===== src/verilog/dtx_pkg.sv =====
package dtx_pkg;
  // ==========================================================
  // link framing
  localparam int          FRAMES_PER_MF   = 32;
  localparam int          ILAS_MF_COUNT   = 4;
  localparam int          CGS_FRAMES      = 1;
  localparam int          RESYNC_FRAMES   = 5;
  localparam int          PAD_OCTETS      = 9;
  localparam int          OCTETS_PER_LINK = 4;
  // ==========================================================
  // control characters (with k flag set)
  localparam logic [7:0]  CHR_COMMA       = 8'hbc;
  localparam logic [7:0]  CHR_MF_START    = 8'h1c;
  localparam logic [7:0]  CHR_MF_END      = 8'h7c;
  localparam logic [7:0]  CHR_CFG_START   = 8'h9c;
  // ==========================================================
  // test patterns and soft coding rate threshold
  localparam logic [7:0]  PAT_FIRST       = 8'hf1;
  localparam logic [15:0] PULSE_SAMPLE    = 16'h8000;
  localparam logic [15:0] SOFT_PCS_MBPS   = 16'h2fa8;  // 12200
  // ==========================================================
  // octets-per-frame select, F = 1 << f_sel
  localparam logic [1:0]  FSEL_F8         = 2'h3;
  // data source select
  typedef enum logic [1:0] {
    DTX_SRC_USER  = 2'h0,
    DTX_SRC_SHORT = 2'h1,
    DTX_SRC_PULSE = 2'h2
  } dtx_src_t;
  localparam int          ERR_RESYNC_BIT  = 4;
  localparam int          ERR_WIDTH       = 5;
  typedef enum logic [2:0] {
    DTX_ST_CGS  = 3'b001,
    DTX_ST_ILAS = 3'b010,
    DTX_ST_DATA = 3'b100
  } dtx_state_t;
endpackage


===== src/verilog/dtx_link_tx.sv =====
`timescale 1ns/1ns
// Summary of operation
// - sysref restarts and realigns multiframe counter
// - single 0x8000 sample, msb on pin
// - short test pattern f1 downward each frame
// - long sync request sets bit 4, interrupt
// - F=8 link tick twice frame tick
// - above 12200 Mbps select soft coding sublayer
// - no error bit except resync ever set
// - alignment multiframes start 1c, end 7c
// - comma held one frame plus nine octets
module dtx_link_tx
  import dtx_pkg::*;
(
  input  wire logic                 clk,
  input  wire logic                 resetn,
  input  wire logic                 sysref_pin,
  input  wire logic                 sync_n_pin,
  input  wire logic [1:0]           f_sel,
  input  wire logic [1:0]           src_sel,
  input  wire logic                 pulse_req,
  input  wire logic                 err_clear_wr,
  input  wire logic [ERR_WIDTH-1:0] err_clear_data,
  input  wire logic [15:0]          lane_rate_mbps,
  output logic      [7:0]           tx_octet,
  output logic                      tx_kchar,
  output logic                      lmfc_edge,
  output logic                      link_tick,
  output logic                      frame_tick,
  output logic                      latency_pin,
  output logic                      soft_pcs_sel,
  output logic      [ERR_WIDTH-1:0] tx_err_status,
  output logic                      tx_link_interrupt
);
  // ==========================================================
  // reset release and pin synchronisers
  logic       rst_s1;
  logic       rst_n;
  logic [1:0] pins_level;
  logic       sysref_lvl;
  logic       sync_lvl;
  logic       sysref_prev;

  always_ff @(posedge clk or negedge resetn) begin
    if (!resetn) begin
      rst_s1 <= 1'b0;
      rst_n  <= 1'b0;
    end else begin
      rst_s1 <= 1'b1;
      rst_n  <= rst_s1;
    end
  end

  dtx_pin_sync #(.WIDTH(2)) u_sync (
    .clk   (clk),
    .rst_n (rst_n),
    .pin   ({sysref_pin, sync_n_pin}),
    .level (pins_level)
  );
  assign sysref_lvl = pins_level[1];
  assign sync_lvl   = pins_level[0];

  // ==========================================================
  // helpers
  function automatic logic [7:0] mf_last(input logic [1:0] fs);
    mf_last = 8'((9'(FRAMES_PER_MF) << fs) - 9'h1);
  endfunction

  function automatic logic [5:0] pad_limit(input logic [1:0] fs, input int frames);
    pad_limit = 6'((frames << fs) + PAD_OCTETS);
  endfunction

  // high nibble steps down from f, low nibble up from 1 and wraps to 0 at octet 7
  function automatic logic [7:0] short_octet(input logic [2:0] idx);
    short_octet = {4'(PAT_FIRST[7:4] - {1'b0, idx}), 1'b0, 3'(PAT_FIRST[2:0] + idx)};
  endfunction

  // ==========================================================
  // octet timing and control state
  dtx_state_t     state;
  dtx_state_t     next_state;
  logic [7:0]     oct;
  logic [7:0]     next_oct;
  logic [1:0]     mf_idx;
  logic [1:0]     next_mf_idx;
  logic [5:0]     wait_cnt;
  logic [5:0]     next_wait_cnt;
  logic [1:0]     link_div;
  logic           pulse_pend;
  logic           next_pulse_pend;
  logic           pulse_frame;
  logic           next_pulse_frame;
  logic [7:0]     next_tx_octet;
  logic           next_tx_kchar;
  logic           next_lmfc_edge;
  logic           next_link_tick;
  logic           next_frame_tick;
  logic [ERR_WIDTH-1:0] next_err;
  logic           sysref_rise;
  logic           resync_hit;
  logic [2:0]     fidx;
  logic           oct_last;

  assign sysref_rise = sysref_lvl && !sysref_prev;
  assign fidx        = 3'(oct & ((8'h1 << f_sel) - 8'h1));
  assign oct_last    = (oct == mf_last(f_sel));
  // long sync request only counts once the link was up
  assign resync_hit  = (state != DTX_ST_CGS) && !sync_lvl
                       && (wait_cnt > pad_limit(f_sel, RESYNC_FRAMES));

  always_comb begin
    next_state       = state;
    next_mf_idx      = mf_idx;
    next_wait_cnt    = wait_cnt;
    next_pulse_pend  = pulse_pend || pulse_req;
    next_pulse_frame = pulse_frame;
    next_oct         = oct_last ? 8'h0 : oct + 8'h1;
    if (sysref_rise) begin
      next_oct = 8'h0;
    end
    next_lmfc_edge  = (next_oct == 8'h0);
    next_link_tick  = (link_div == 2'(OCTETS_PER_LINK - 1));
    // frame spans two link words only at eight octets per frame
    next_frame_tick = next_link_tick
                      && ((f_sel != FSEL_F8) || oct[2]);
    next_tx_octet   = CHR_COMMA;
    next_tx_kchar   = 1'b1;
    unique case (state)
      DTX_ST_CGS: begin
        next_wait_cnt = !sync_lvl ? 6'h0 :
                        (&wait_cnt ? wait_cnt : wait_cnt + 6'h1);
        if (sync_lvl && (wait_cnt >= pad_limit(f_sel, CGS_FRAMES))
            && (next_oct == 8'h0)) begin
          next_state    = DTX_ST_ILAS;
          next_mf_idx   = 2'h0;
          next_wait_cnt = 6'h0;
        end
      end
      DTX_ST_ILAS: begin
        next_tx_kchar = 1'b0;
        next_tx_octet = oct;
        if (oct == 8'h0) begin
          next_tx_octet = CHR_MF_START;
          next_tx_kchar = 1'b1;
        end else if (oct_last) begin
          next_tx_octet = CHR_MF_END;
          next_tx_kchar = 1'b1;
        end else if ((mf_idx == 2'h1) && (oct == 8'h1)) begin
          next_tx_octet = CHR_CFG_START;
          next_tx_kchar = 1'b1;
        end
        if (oct_last) begin
          next_mf_idx = mf_idx + 2'h1;
          if (mf_idx == 2'(ILAS_MF_COUNT - 1)) begin
            next_state = DTX_ST_DATA;
          end
        end
      end
      DTX_ST_DATA: begin
        next_tx_kchar = 1'b0;
        next_tx_octet = 8'h0;
        if (fidx == 3'h0) begin
          next_pulse_frame = (src_sel == DTX_SRC_PULSE) && next_pulse_pend;
          if (next_pulse_frame) begin
            next_pulse_pend = 1'b0;
          end
        end
        if (src_sel == DTX_SRC_SHORT) begin
          next_tx_octet = short_octet(fidx);
        end else if (next_pulse_frame) begin
          next_tx_octet = (fidx == 3'h0) ? PULSE_SAMPLE[15:8] :
                          (fidx == 3'h1) ? PULSE_SAMPLE[7:0] : 8'h0;
        end
      end
    endcase
    if (state != DTX_ST_CGS) begin
      next_wait_cnt = sync_lvl ? 6'h0 :
                      (&wait_cnt ? wait_cnt : wait_cnt + 6'h1);
      if (resync_hit) begin
        next_state       = DTX_ST_CGS;
        next_wait_cnt    = 6'h0;
        next_pulse_frame = 1'b0;
      end
    end
    // clear first, then set, so a same-cycle event wins
    next_err = tx_err_status;
    if (err_clear_wr) begin
      next_err = next_err & ~err_clear_data;
    end
    if (resync_hit) begin
      next_err[ERR_RESYNC_BIT] = 1'b1;
    end
    next_err = next_err & ERR_WIDTH'(1 << ERR_RESYNC_BIT);
  end

  always_ff @(posedge clk or negedge rst_n) begin
    if (!rst_n) begin
      state             <= DTX_ST_CGS;
      oct               <= 8'h0;
      mf_idx            <= 2'h0;
      wait_cnt          <= 6'h0;
      link_div          <= 2'h0;
      sysref_prev       <= 1'b0;
      pulse_pend        <= 1'b0;
      pulse_frame       <= 1'b0;
      tx_octet          <= CHR_COMMA;
      tx_kchar          <= 1'b1;
      lmfc_edge         <= 1'b0;
      link_tick         <= 1'b0;
      frame_tick        <= 1'b0;
      latency_pin       <= 1'b0;
      soft_pcs_sel      <= 1'b0;
      tx_err_status     <= '0;
      tx_link_interrupt <= 1'b0;
    end else begin
      state             <= next_state;
      oct               <= next_oct;
      mf_idx            <= next_mf_idx;
      wait_cnt          <= next_wait_cnt;
      link_div          <= next_link_tick ? 2'h0 : link_div + 2'h1;
      sysref_prev       <= sysref_lvl;
      pulse_pend        <= next_pulse_pend;
      pulse_frame       <= next_pulse_frame;
      tx_octet          <= next_tx_octet;
      tx_kchar          <= next_tx_kchar;
      lmfc_edge         <= next_lmfc_edge;
      link_tick         <= next_link_tick;
      frame_tick        <= next_frame_tick;
      latency_pin       <= next_pulse_frame && (state == DTX_ST_DATA);
      soft_pcs_sel      <= (lane_rate_mbps > SOFT_PCS_MBPS);
      tx_err_status     <= next_err;
      tx_link_interrupt <= |next_err;
    end
  end

  // ==========================================================
  // checks
  chk_sysref_restart: assert property (@(posedge clk) disable iff (!rst_n)
    sysref_rise |=> (oct == 8'h0) && lmfc_edge)
    else $error("multiframe counter not restarted by sysref");
  chk_resync_flag: assert property (@(posedge clk) disable iff (!rst_n)
    resync_hit |=> tx_err_status[ERR_RESYNC_BIT] && tx_link_interrupt)
    else $error("resync flag or interrupt missing");
  chk_irq_follows: assert property (@(posedge clk) disable iff (!rst_n)
    tx_link_interrupt == (|tx_err_status))
    else $error("interrupt disagrees with error status");
  chk_w1c_clear: assert property (@(posedge clk) disable iff (!rst_n)
    err_clear_wr && err_clear_data[ERR_RESYNC_BIT] && !resync_hit
    |=> !tx_err_status[ERR_RESYNC_BIT])
    else $error("write one did not clear resync flag");
  chk_other_bits: assert property (@(posedge clk) disable iff (!rst_n)
    tx_err_status[ERR_RESYNC_BIT-1:0] == '0)
    else $error("unexpected error bit set");
  chk_ilas_markers: assert property (@(posedge clk) disable iff (!rst_n)
    (state == DTX_ST_ILAS) && oct_last |=> tx_kchar && (tx_octet == CHR_MF_END))
    else $error("multiframe end marker missing");
  chk_comma_hold: assert property (@(posedge clk) disable iff (!rst_n)
    (state == DTX_ST_CGS) && (next_state == DTX_ST_ILAS)
    |-> sync_lvl && (wait_cnt >= pad_limit(f_sel, CGS_FRAMES)))
    else $error("alignment began before comma hold time");
  chk_short_first: assert property (@(posedge clk) disable iff (!rst_n)
    (state == DTX_ST_DATA) && (src_sel == DTX_SRC_SHORT) && (fidx == 3'h0)
    && !resync_hit |=> (tx_octet == PAT_FIRST) && !tx_kchar)
    else $error("short pattern does not start at f1");
  chk_pulse_msb: assert property (@(posedge clk) disable iff (!rst_n)
    $rose(latency_pin) |-> (tx_octet == PULSE_SAMPLE[15:8]))
    else $error("latency pin not aligned with sample msb");
  cov_reach_data: cover property (@(posedge clk) disable iff (!rst_n)
    $rose(state == DTX_ST_DATA));
  cov_resync: cover property (@(posedge clk) disable iff (!rst_n) resync_hit);
  cov_pulse: cover property (@(posedge clk) disable iff (!rst_n) $rose(latency_pin));
  cov_sysref_mid: cover property (@(posedge clk) disable iff (!rst_n)
    sysref_rise && (oct != 8'h0));
endmodule


===== src/verilog/dtx_pin_sync.sv =====
`timescale 1ns/1ns
module dtx_pin_sync
  import dtx_pkg::*;
#(
  parameter int WIDTH = 2
) (
  input  wire logic             clk,
  input  wire logic             rst_n,
  input  wire logic [WIDTH-1:0] pin,
  output logic      [WIDTH-1:0] level
);
  // ==========================================================
  // three stages; a change counts once stages two and three agree
  logic [WIDTH-1:0] s1;
  logic [WIDTH-1:0] s2;
  logic [WIDTH-1:0] s3;
  logic [WIDTH-1:0] next_level;

  always_comb begin
    next_level = level;
    for (int i = 0; i < WIDTH; i++) begin
      if (s2[i] == s3[i]) begin
        next_level[i] = s3[i];
      end
    end
  end

  always_ff @(posedge clk or negedge rst_n) begin
    if (!rst_n) begin
      s1    <= '0;
      s2    <= '0;
      s3    <= '0;
      level <= '0;
    end else begin
      s1    <= pin;
      s2    <= s1;
      s3    <= s2;
      level <= next_level;
    end
  end
endmodule


===== config.mk =====
export PLATFORM = sky130hd
export DESIGN_NAME = dtx_link_tx
export DESIGN_NICKNAME = d
export VERILOG_FILES = /design/src/verilog/dtx_pkg.sv /design/src/verilog/dtx_link_tx.sv /design/src/verilog/dtx_pin_sync.sv
export SDC_FILE = /design/constraint.sdc
export NUM_CORES = 1
export LEC_CHECK = 0
export ABC_AREA = 1
export BUFFER_PORTS_ARGS = -buffer_cell sky130_fd_sc_hd__buf_2
export CAP_MARGIN = 20
export CORE_MARGIN = 5
export CORE_UTILIZATION = 40
export DETAILED_ROUTE_END_ITERATION = 8
export GPL_TIMING_DRIVEN = 0
export PLACE_DENSITY = 0.59
export SYNTH_ARGS = -nofsm -noshare
export SYNTH_HDL_FRONTEND = slang
export SYNTH_SLANG_ARGS = --single-unit
export TNS_END_PERCENT = 50

===== constraint.sdc =====
create_clock -name clk -period 1.7 [get_ports clk]
set_input_delay 0.17 -clock clk [delete_from_list [all_inputs] [get_ports clk]]
set_output_delay 0.17 -clock clk [all_outputs]
set_load 0.02 [all_outputs]

# Yosys cells after proc, flatten, opt, wreduce, memory -nomap -nowiden
# Index checks and enable logic that the tools add are counted.
[word_totals]
register_bits = 49
inputBits = 31
[op_classes]
add_sub_neg = 10
n_lt_le_gt_ge = 3
eq_ne = 16
n_shift = 4
mux = 40
bitwise = 3
reduce_logical = 21
[op_table]
columns = ["cell", "count"]
rows = [
  ["$mux W8", 8],
  ["$mux W6", 7],
  ["$gt A16 B14 Y1 const B", 1],
  ["$logic_not A8 Y1", 2],
  ["$pmux W8 S2", 1],
  ["$mux W3", 5],
  ["$add A6 B5 Y6 const B", 2],
  ["$mux W1", 12],
  ["$logic_and A1 B1 Y1", 9],
  ["$add A8 B1 Y8 const B", 1],
  ["$eq A8 B1 Y1 const B", 1],
  ["$eq A8 B8 Y1", 1],
  ["$shl A6 B2 Y8 const A", 1],
  ["$sub A8 B1 Y8 const B", 1],
  ["$add A6 B1 Y6 const B", 1],
  ["$eq A2 B2 Y1 const B", 3],
  ["$ge A6 B6 Y1", 1],
  ["$gt A6 B6 Y1", 1],
  ["$mux W2", 3],
  ["$ne A2 B2 Y1 const B", 3],
  ["$pmux W3 S2", 1],
  ["$reduce_and A6 Y1", 1],
  ["$reduce_bool A2 Y1", 3],
  ["$shl A1 B2 Y6 const A", 1],
  ["22 further kinds", 27],
]

# Logic depth before layout (Yosys ltp)
[depth]
word_depth = 11
ltp_mapped = 13
depth_no_buf = 12

# Modules after synthesis
# From an unflattened synthesis, not the netlist that was laid out.
[unflattened]
hier_cells = 339
area_unflattened_um2 = 2775.2
[by_module_without_submodules]
columns = ["mod", "instances", "cells_each", "area_per_inst_um2", "seq_area_each_um2"]
rows = [
  ["dtx_link_tx", 1, 323, 2542.4, 1034.7],
  ["dtx_pin_sync", 1, 16, 232.7, 200.2],
]

# Worst setup path before layout
# No wires, ideal clock.
[synth_path]
kind = "register -> register"
startpoint = "register oct[0]"
endpoint = "register wait_cnt[2]"
setup_time_ns = 0.118
arrival_time_ns = 1.574
required_ns = 1.582
path_slack_ns = 0.008
stages_incl_launch_ff = 13
period_less_slack_ns = 1.692
cell_sequence = "dfrtp_1 ha_1 nand2_2 nor2_2 nand2_1 nor2_4 nand2_4 nand3_2 nand2_1 nor2_4 nand3_2 nand4_1 nand2_1"
[synth_between]
elab_chain_cells = 8
word_cells_on_any_way = 9
cone_classes = "add/sub: 1; eq/ne: 1; mux: 5; reduce/logical: 2"
[synth_lines]
columns = ["element", "line", "source"]
rows = [
  ["start, declared", "dtx_link_tx.sv:82", "logic [7:0] oct;"],
  ["start signal, assigned", "dtx_link_tx.sv:217", "oct <= next_oct;"],
  ["$add A8 B1 Y8 or $eq A8 B8 Y1 (tied branches)", "dtx_link_tx.sv:117, dtx_link_tx.sv:106", ""],
  ["$mux W8 (*)", "dtx_link_tx.sv:117", "next_oct = oct_last ? 8'h0 : oct + 8'h1;"],
  ["$mux W8 (*)", "dtx_link_tx.sv:118", "if (sysref_rise) begin"],
  ["$logic_not A8 Y1 (*)", "dtx_link_tx.sv:133", "&& (next_oct == 8'h0)) begin"],
  ["$logic_and A1 B1 Y1 (*)", "dtx_link_tx.sv:133", ""],
  ["$mux W6 (*)", "dtx_link_tx.sv:132", "if (sync_lvl && (wait_cnt >= pad_limit(f_sel, CGS_FRAMES))"],
  ["$mux W6 (*)", "dtx_link_tx.sv:128", "unique case (state)"],
  ["$mux W6 (*)", "dtx_link_tx.sv:176", "if (state != DTX_ST_CGS) begin"],
  ["via next_wait_cnt[2]", "dtx_link_tx.sv:87", "logic [5:0] next_wait_cnt;"],
  ["end signal, assigned", "dtx_link_tx.sv:219", "wait_cnt <= next_wait_cnt;"],
  ["end, declared", "dtx_link_tx.sv:86", "logic [5:0] wait_cnt;"],
]
# Mark *: on every way through the listed nets, which the timed path passes. The rest lies on a longest branch. The select of a mux whose other input is x is not followed.
# A chain may end at the register's enable or synchronous reset.

# Final worst setup path
[layout_path]
startpoint = "register oct[0]"
endpoint = "register wait_cnt[1]"
# Same word-level chain as after synthesis.

==> Flow_metrics.wiki <==
{| class="wikitable"
! Metric !! Value
|-
| Final setup TNS || -0.874 ns
|-
| Via count of the first global-routing pass || 2,128
|-
| Buffers added on ports || 42
|-
| Commonest cells post-synth || 54 x sky130_fd_sc_hd__nand2_1, 50 x sky130_fd_sc_hd__inv_1, 42 x sky130_fd_sc_hd__dfrtp_1
|-
| Slew margin rel. || 0.664
|-
| Vias after detailed routing || 2,220
|-
| Clk_lat worst skew || 0.30 ns
|-
| Post-route met1 wirelength || 2.70 mm
|-
| Grt total ovfl || 0
|-
| Number of enable-type register cells in the synthesized netlist || 0
|-
| Crit path buffers/inverters || 0
|-
| Number of design-rule violations left by the first detailed-router iteration || 83
|-
| Highest routing layer actually used || met4
|-
| H-tree lvl count || 2
|-
| Standard-cell rows || 29
|-
| Number of top-level design ports || 51
|-
| Number of buffers inserted during clock tree synthesis || 5
|-
| Number of storage elements in the synthesis netlist || 49
|-
| Endpoints failing setup || 13
|-
| Routed via count divided by cell count || 4.91
|-
| Fmax || 555 MHz
|-
| Floorplan die area || 8420 µm²
|-
| Synth Flop Type || sky130_fd_sc_hd__dfrtp_1
|-
| DR pass1 iterations || 4
|-
| Launch instance of the worst register-to-register path || oct[0]$_DFF_PN0_
|-
| Final net count || 423
|-
| Kind of path behind the tightest hold check || input pin to register
|-
| TritonCTS clock tree || built
|-
| Synthesized instance count || 309
|-
| Parity-gate share of the synthesized area counting xor and xnor cells || 0.0164
|-
| Placed wire-length estimate after detailed placement || 4.05 mm
|-
| Beginning of the worst hold path || lane_rate_mbps[14]
|-
| Leakage component of the power || 1.72 nW
|-
| Wire length on met3 || 289 µm
|-
| Share of synthesized area occupied by flip-flops and latches || 0.462
|-
| Placement-stage cell area || 3010 µm²
|-
| Fillcell total || 609
|-
| Yosys warns || 0
|-
| Post-route cell area || 3350 µm²
|-
| Die H || 91.8 µm
|-
| Library cell with the highest instance count after synthesis || sky130_fd_sc_hd__nand2_1
|-
| Pin count of the biggest net entering global routing || 28
|-
| Number of antenna violations at the first check in global routing || 0
|-
| Share of Yosys cell area claimed by the top area cell type || 0.393
|-
| Synthesized-area fraction occupied by and/or/nand/nor cells || 0.263
|-
| Clock tree root driver cell || sky130_fd_sc_hd__clkbuf_8
|-
| Placeable core area || 6420 µm²
|-
| Max VDD drop || 0.503 mV
|-
| Multiplexer share of the synthesized area || 0.00421
|-
| Worst path setup slack after routing || -0.101 ns
|-
| Total DRC errors in the routed layout || 0
|-
| Kind of capture point of the worst setup path || register
|-
| Critical path startpoint || oct[0]$_DFF_PN0_
|-
| Final Max Tran Viols || 0
|-
| Post-route antenna net violation count || 0
|-
| Status || finished, violations left
|-
| Post-synthesis share of cell area spent on full adders, half adders and majority gates || 0.0917
|-
| Delay of the slowest cell on the worst path || 0.36 ns
|-
| Compound-gate portion of the synthesized area || 0.0631
|-
| Combinational family with the most area after synthesis || simple AND/OR/NAND/NOR gates
|-
| Maximum clock insertion buffer count || 2
|-
| Cell area power density || 1020 nW/µm²
|-
| Top area cells in the synthesized netlist || sky130_fd_sc_hd__dfrtp_1 39%, sky130_fd_sc_hd__ha_1 8.4%, sky130_fd_sc_hd__nand2_1 7.6%, sky130_fd_sc_hd__inv_1 7.0%, sky130_fd_sc_hd__dfstp_2 6.9%
|-
| Highest net fanout along the worst path || 7
|-
| Reported max-cap violation count || 0
|-
| Area added between synthesis and finish || 25.2%
|-
| Skew final || 0.00631 ns
|-
| Violated checks || setup timing
|-
| Average cell area after synthesis || 8.66 µm²
|-
| Global Route Usage Sum || 0.140
|-
| Total clock sinks || 49
|-
| Number of inserted diodes || 0
|-
| Count of cells along the worst register-to-register path || 12
|-
| Setup repair after global routing missed its margin || true
|-
| Initial cell density of the core || 0.417
|-
| RD Place Congestion || 0.818
|-
| First-pass GRT wire length || 9.76 mm
|-
| Routed wire length || 5.50 mm
|-
| Clock slew at reported path FFs || 0.08 ns
|-
| Startpoint kind of the worst setup timing path || register
|-
| Fraction of final layout cells with drive strength greater than 1 || 0.312
|-
| Count of distinct cell types in the synthesized netlist || 41
|-
| Hold Path Cell Cnt || 3
|-
| Required time at the endpoint of the critical path || 1.89 ns
|-
| Worst-margin pin slew || 0.504 ns
|-
| Worst path cell trace || ha_2 -> nand2_4 -> nor2_4 -> nand2_2 -> nor2_4 -> nand2_4 -> nand3_2 -> nand2_4 -> nor2_4 -> nand3_4 -> nand4_1 -> nand2_1
|-
| Combined area of all synthesized cells || 2680 µm²
|-
| Stages on the worst setup path || 12
|-
| Final worst path period need || 1.80 ns
|-
| Post-synthesis cell type with the largest combined area || sky130_fd_sc_hd__dfrtp_1
|-
| Routed len/inst || 12.2 µm
|-
| Critical path start-end classification || register to register
|-
| Cell with the biggest individual delay on the critical path || sky130_fd_sc_hd__dfrtp_1
|-
| Cell family with the largest share of critical-path delay || simple AND/OR/NAND/NOR gates
|-
| Met2 WL post-DR || 2.44 mm
|-
| Period utilization || 1.06
|-
| Die width || 91.8 µm
|-
| Number of hold violations in the final report || 0
|-
| Fraction of registers with async set/reset || 1.00
|-
| Worst Path Arrival || 1.99 ns
|}
[worst min-delay path, delay by kind of cell]
family	cells	cell delay (ns)
compound gates	1	0.07
buf+inv	1	0.07
simple gates	1	0.03
[repair_timing]
item / CTS / global route
setup endpoints to repair: 15 / 22
hold buffers: 3 / 0
gates resized for setup: 21 / 16
buffers inserted: 7 / 2
pin swaps: 7 / 7
hold endpoints to repair: 4 / 0
[stage by stage]
stage | util | worst slack [ns] | total power, mW | std cells | hold WS [ns]
3_3_place_gp | 0.466 | -0.316 | 2.51 | 431 | -0.0422
5_1_grt | 0.521 | -0.229 | 3.67 | 452 | 0.0849
3_5_place_dp | 0.469 | -0.294 | 2.54 | 432 | -0.0413
2_1_floorplan | - | 0.00791 | 2.25 | 312 | -0.126
6_report | 0.521 | -0.101 | 3.42 | 452 | 0.0847
4_1_cts | 0.510 | -0.100 | 3.38 | 450 | 0.0773
[worst paths after layout]
| kind | endpoint | slack (ns) |
|---|---|---|
| worst min register to register | u_sync.s1[1]$_DFF_PN0_ | 0.24 |
| min in group asynchronous | rst_n$_DFF_PN0_ | 0.18 |
| worst min-delay path | soft_pcs_sel$_DFF_PN0_ | 0.08 |
| worst max register to register | wait_cnt[1]$_DFF_PN0_ | -0.10 |
| worst max-delay path | wait_cnt[1]$_DFF_PN0_ | -0.10 |
| max in group asynchronous | tx_octet[2]$_DFF_PN1_ | 0.87 |
[area by class of cell]
class                   count  area, µm²  share of cell area
clock buffers               8       90.1              0.0269
well taps                  77       96.3              0.0288
inverters                  52        195              0.0583
plain buffers              11       70.1              0.0209
repair buffers             55        328              0.0979
multi-input cells         200       1330               0.397
flip-flops and latches     49       1240               0.370
[cells in the final DEF, fill, tap and decap left out, types with 5 or more instances in the layout]
cell | netlist | final
sky130_fd_sc_hd__a21oi_1 | 6 | 6
sky130_fd_sc_hd__buf_2 | 3 | 44
sky130_fd_sc_hd__buf_4 | 5 | 14
sky130_fd_sc_hd__clkbuf_1 | 3 | 5
sky130_fd_sc_hd__clkbuf_8 | 0 | 6
sky130_fd_sc_hd__conb_1 | 2 | 5
sky130_fd_sc_hd__dfrtp_1 | 42 | 38
sky130_fd_sc_hd__dfstp_2 | 7 | 7
sky130_fd_sc_hd__ha_1 | 18 | 15
sky130_fd_sc_hd__inv_1 | 50 | 47
sky130_fd_sc_hd__inv_2 | 2 | 5
sky130_fd_sc_hd__nand2_1 | 54 | 47
sky130_fd_sc_hd__nand2_2 | 4 | 7
sky130_fd_sc_hd__nand2_4 | 1 | 5
sky130_fd_sc_hd__nand3_1 | 12 | 9
sky130_fd_sc_hd__nand4_1 | 22 | 22
sky130_fd_sc_hd__nor2_1 | 24 | 22
sky130_fd_sc_hd__o21ai_0 | 11 | 9
[power breakdown]
part / internal [mW] / leakage (nW) / total [mW] / switching (mW)
Clock: 0.333 / 0.0455 / 0.708 / 0.375
Sequential: 1.39 / 0.600 / 1.53 / 0.145
Combinational: 0.456 / 1.08 / 1.19 / 0.730
Total: 2.17 / 1.72 / 3.42 / 1.25
[layer usage]
layer,track usage,up-vias
met3,0.0319,10
li1,-,1124
met5,0,-
met4,0.0483,0
met1,0.189,1029
met2,0.222,57
[kinds of logic after synthesis]
| logic type | count (synthesis) |
|---|---|
| xor+xnor | 5 |
| other cells | 2 |
| simple gates | 140 |
| buf+inv | 63 |
| mux | 1 |
| compound gates | 29 |
| flops | 49 |
| fa+ha+maj | 20 |
[registers in the layout, indices dropped and copies added, names as in the netlist, 2 cells and up]
register,cells
link_div,2
state,3
u_sync.s3,2
mf_idx,2
oct,8
tx_octet,8
u_sync.s1,2
u_sync.level,2
u_sync.s2,2
wait_cnt,6
Power figures use the tool's default switching activity.
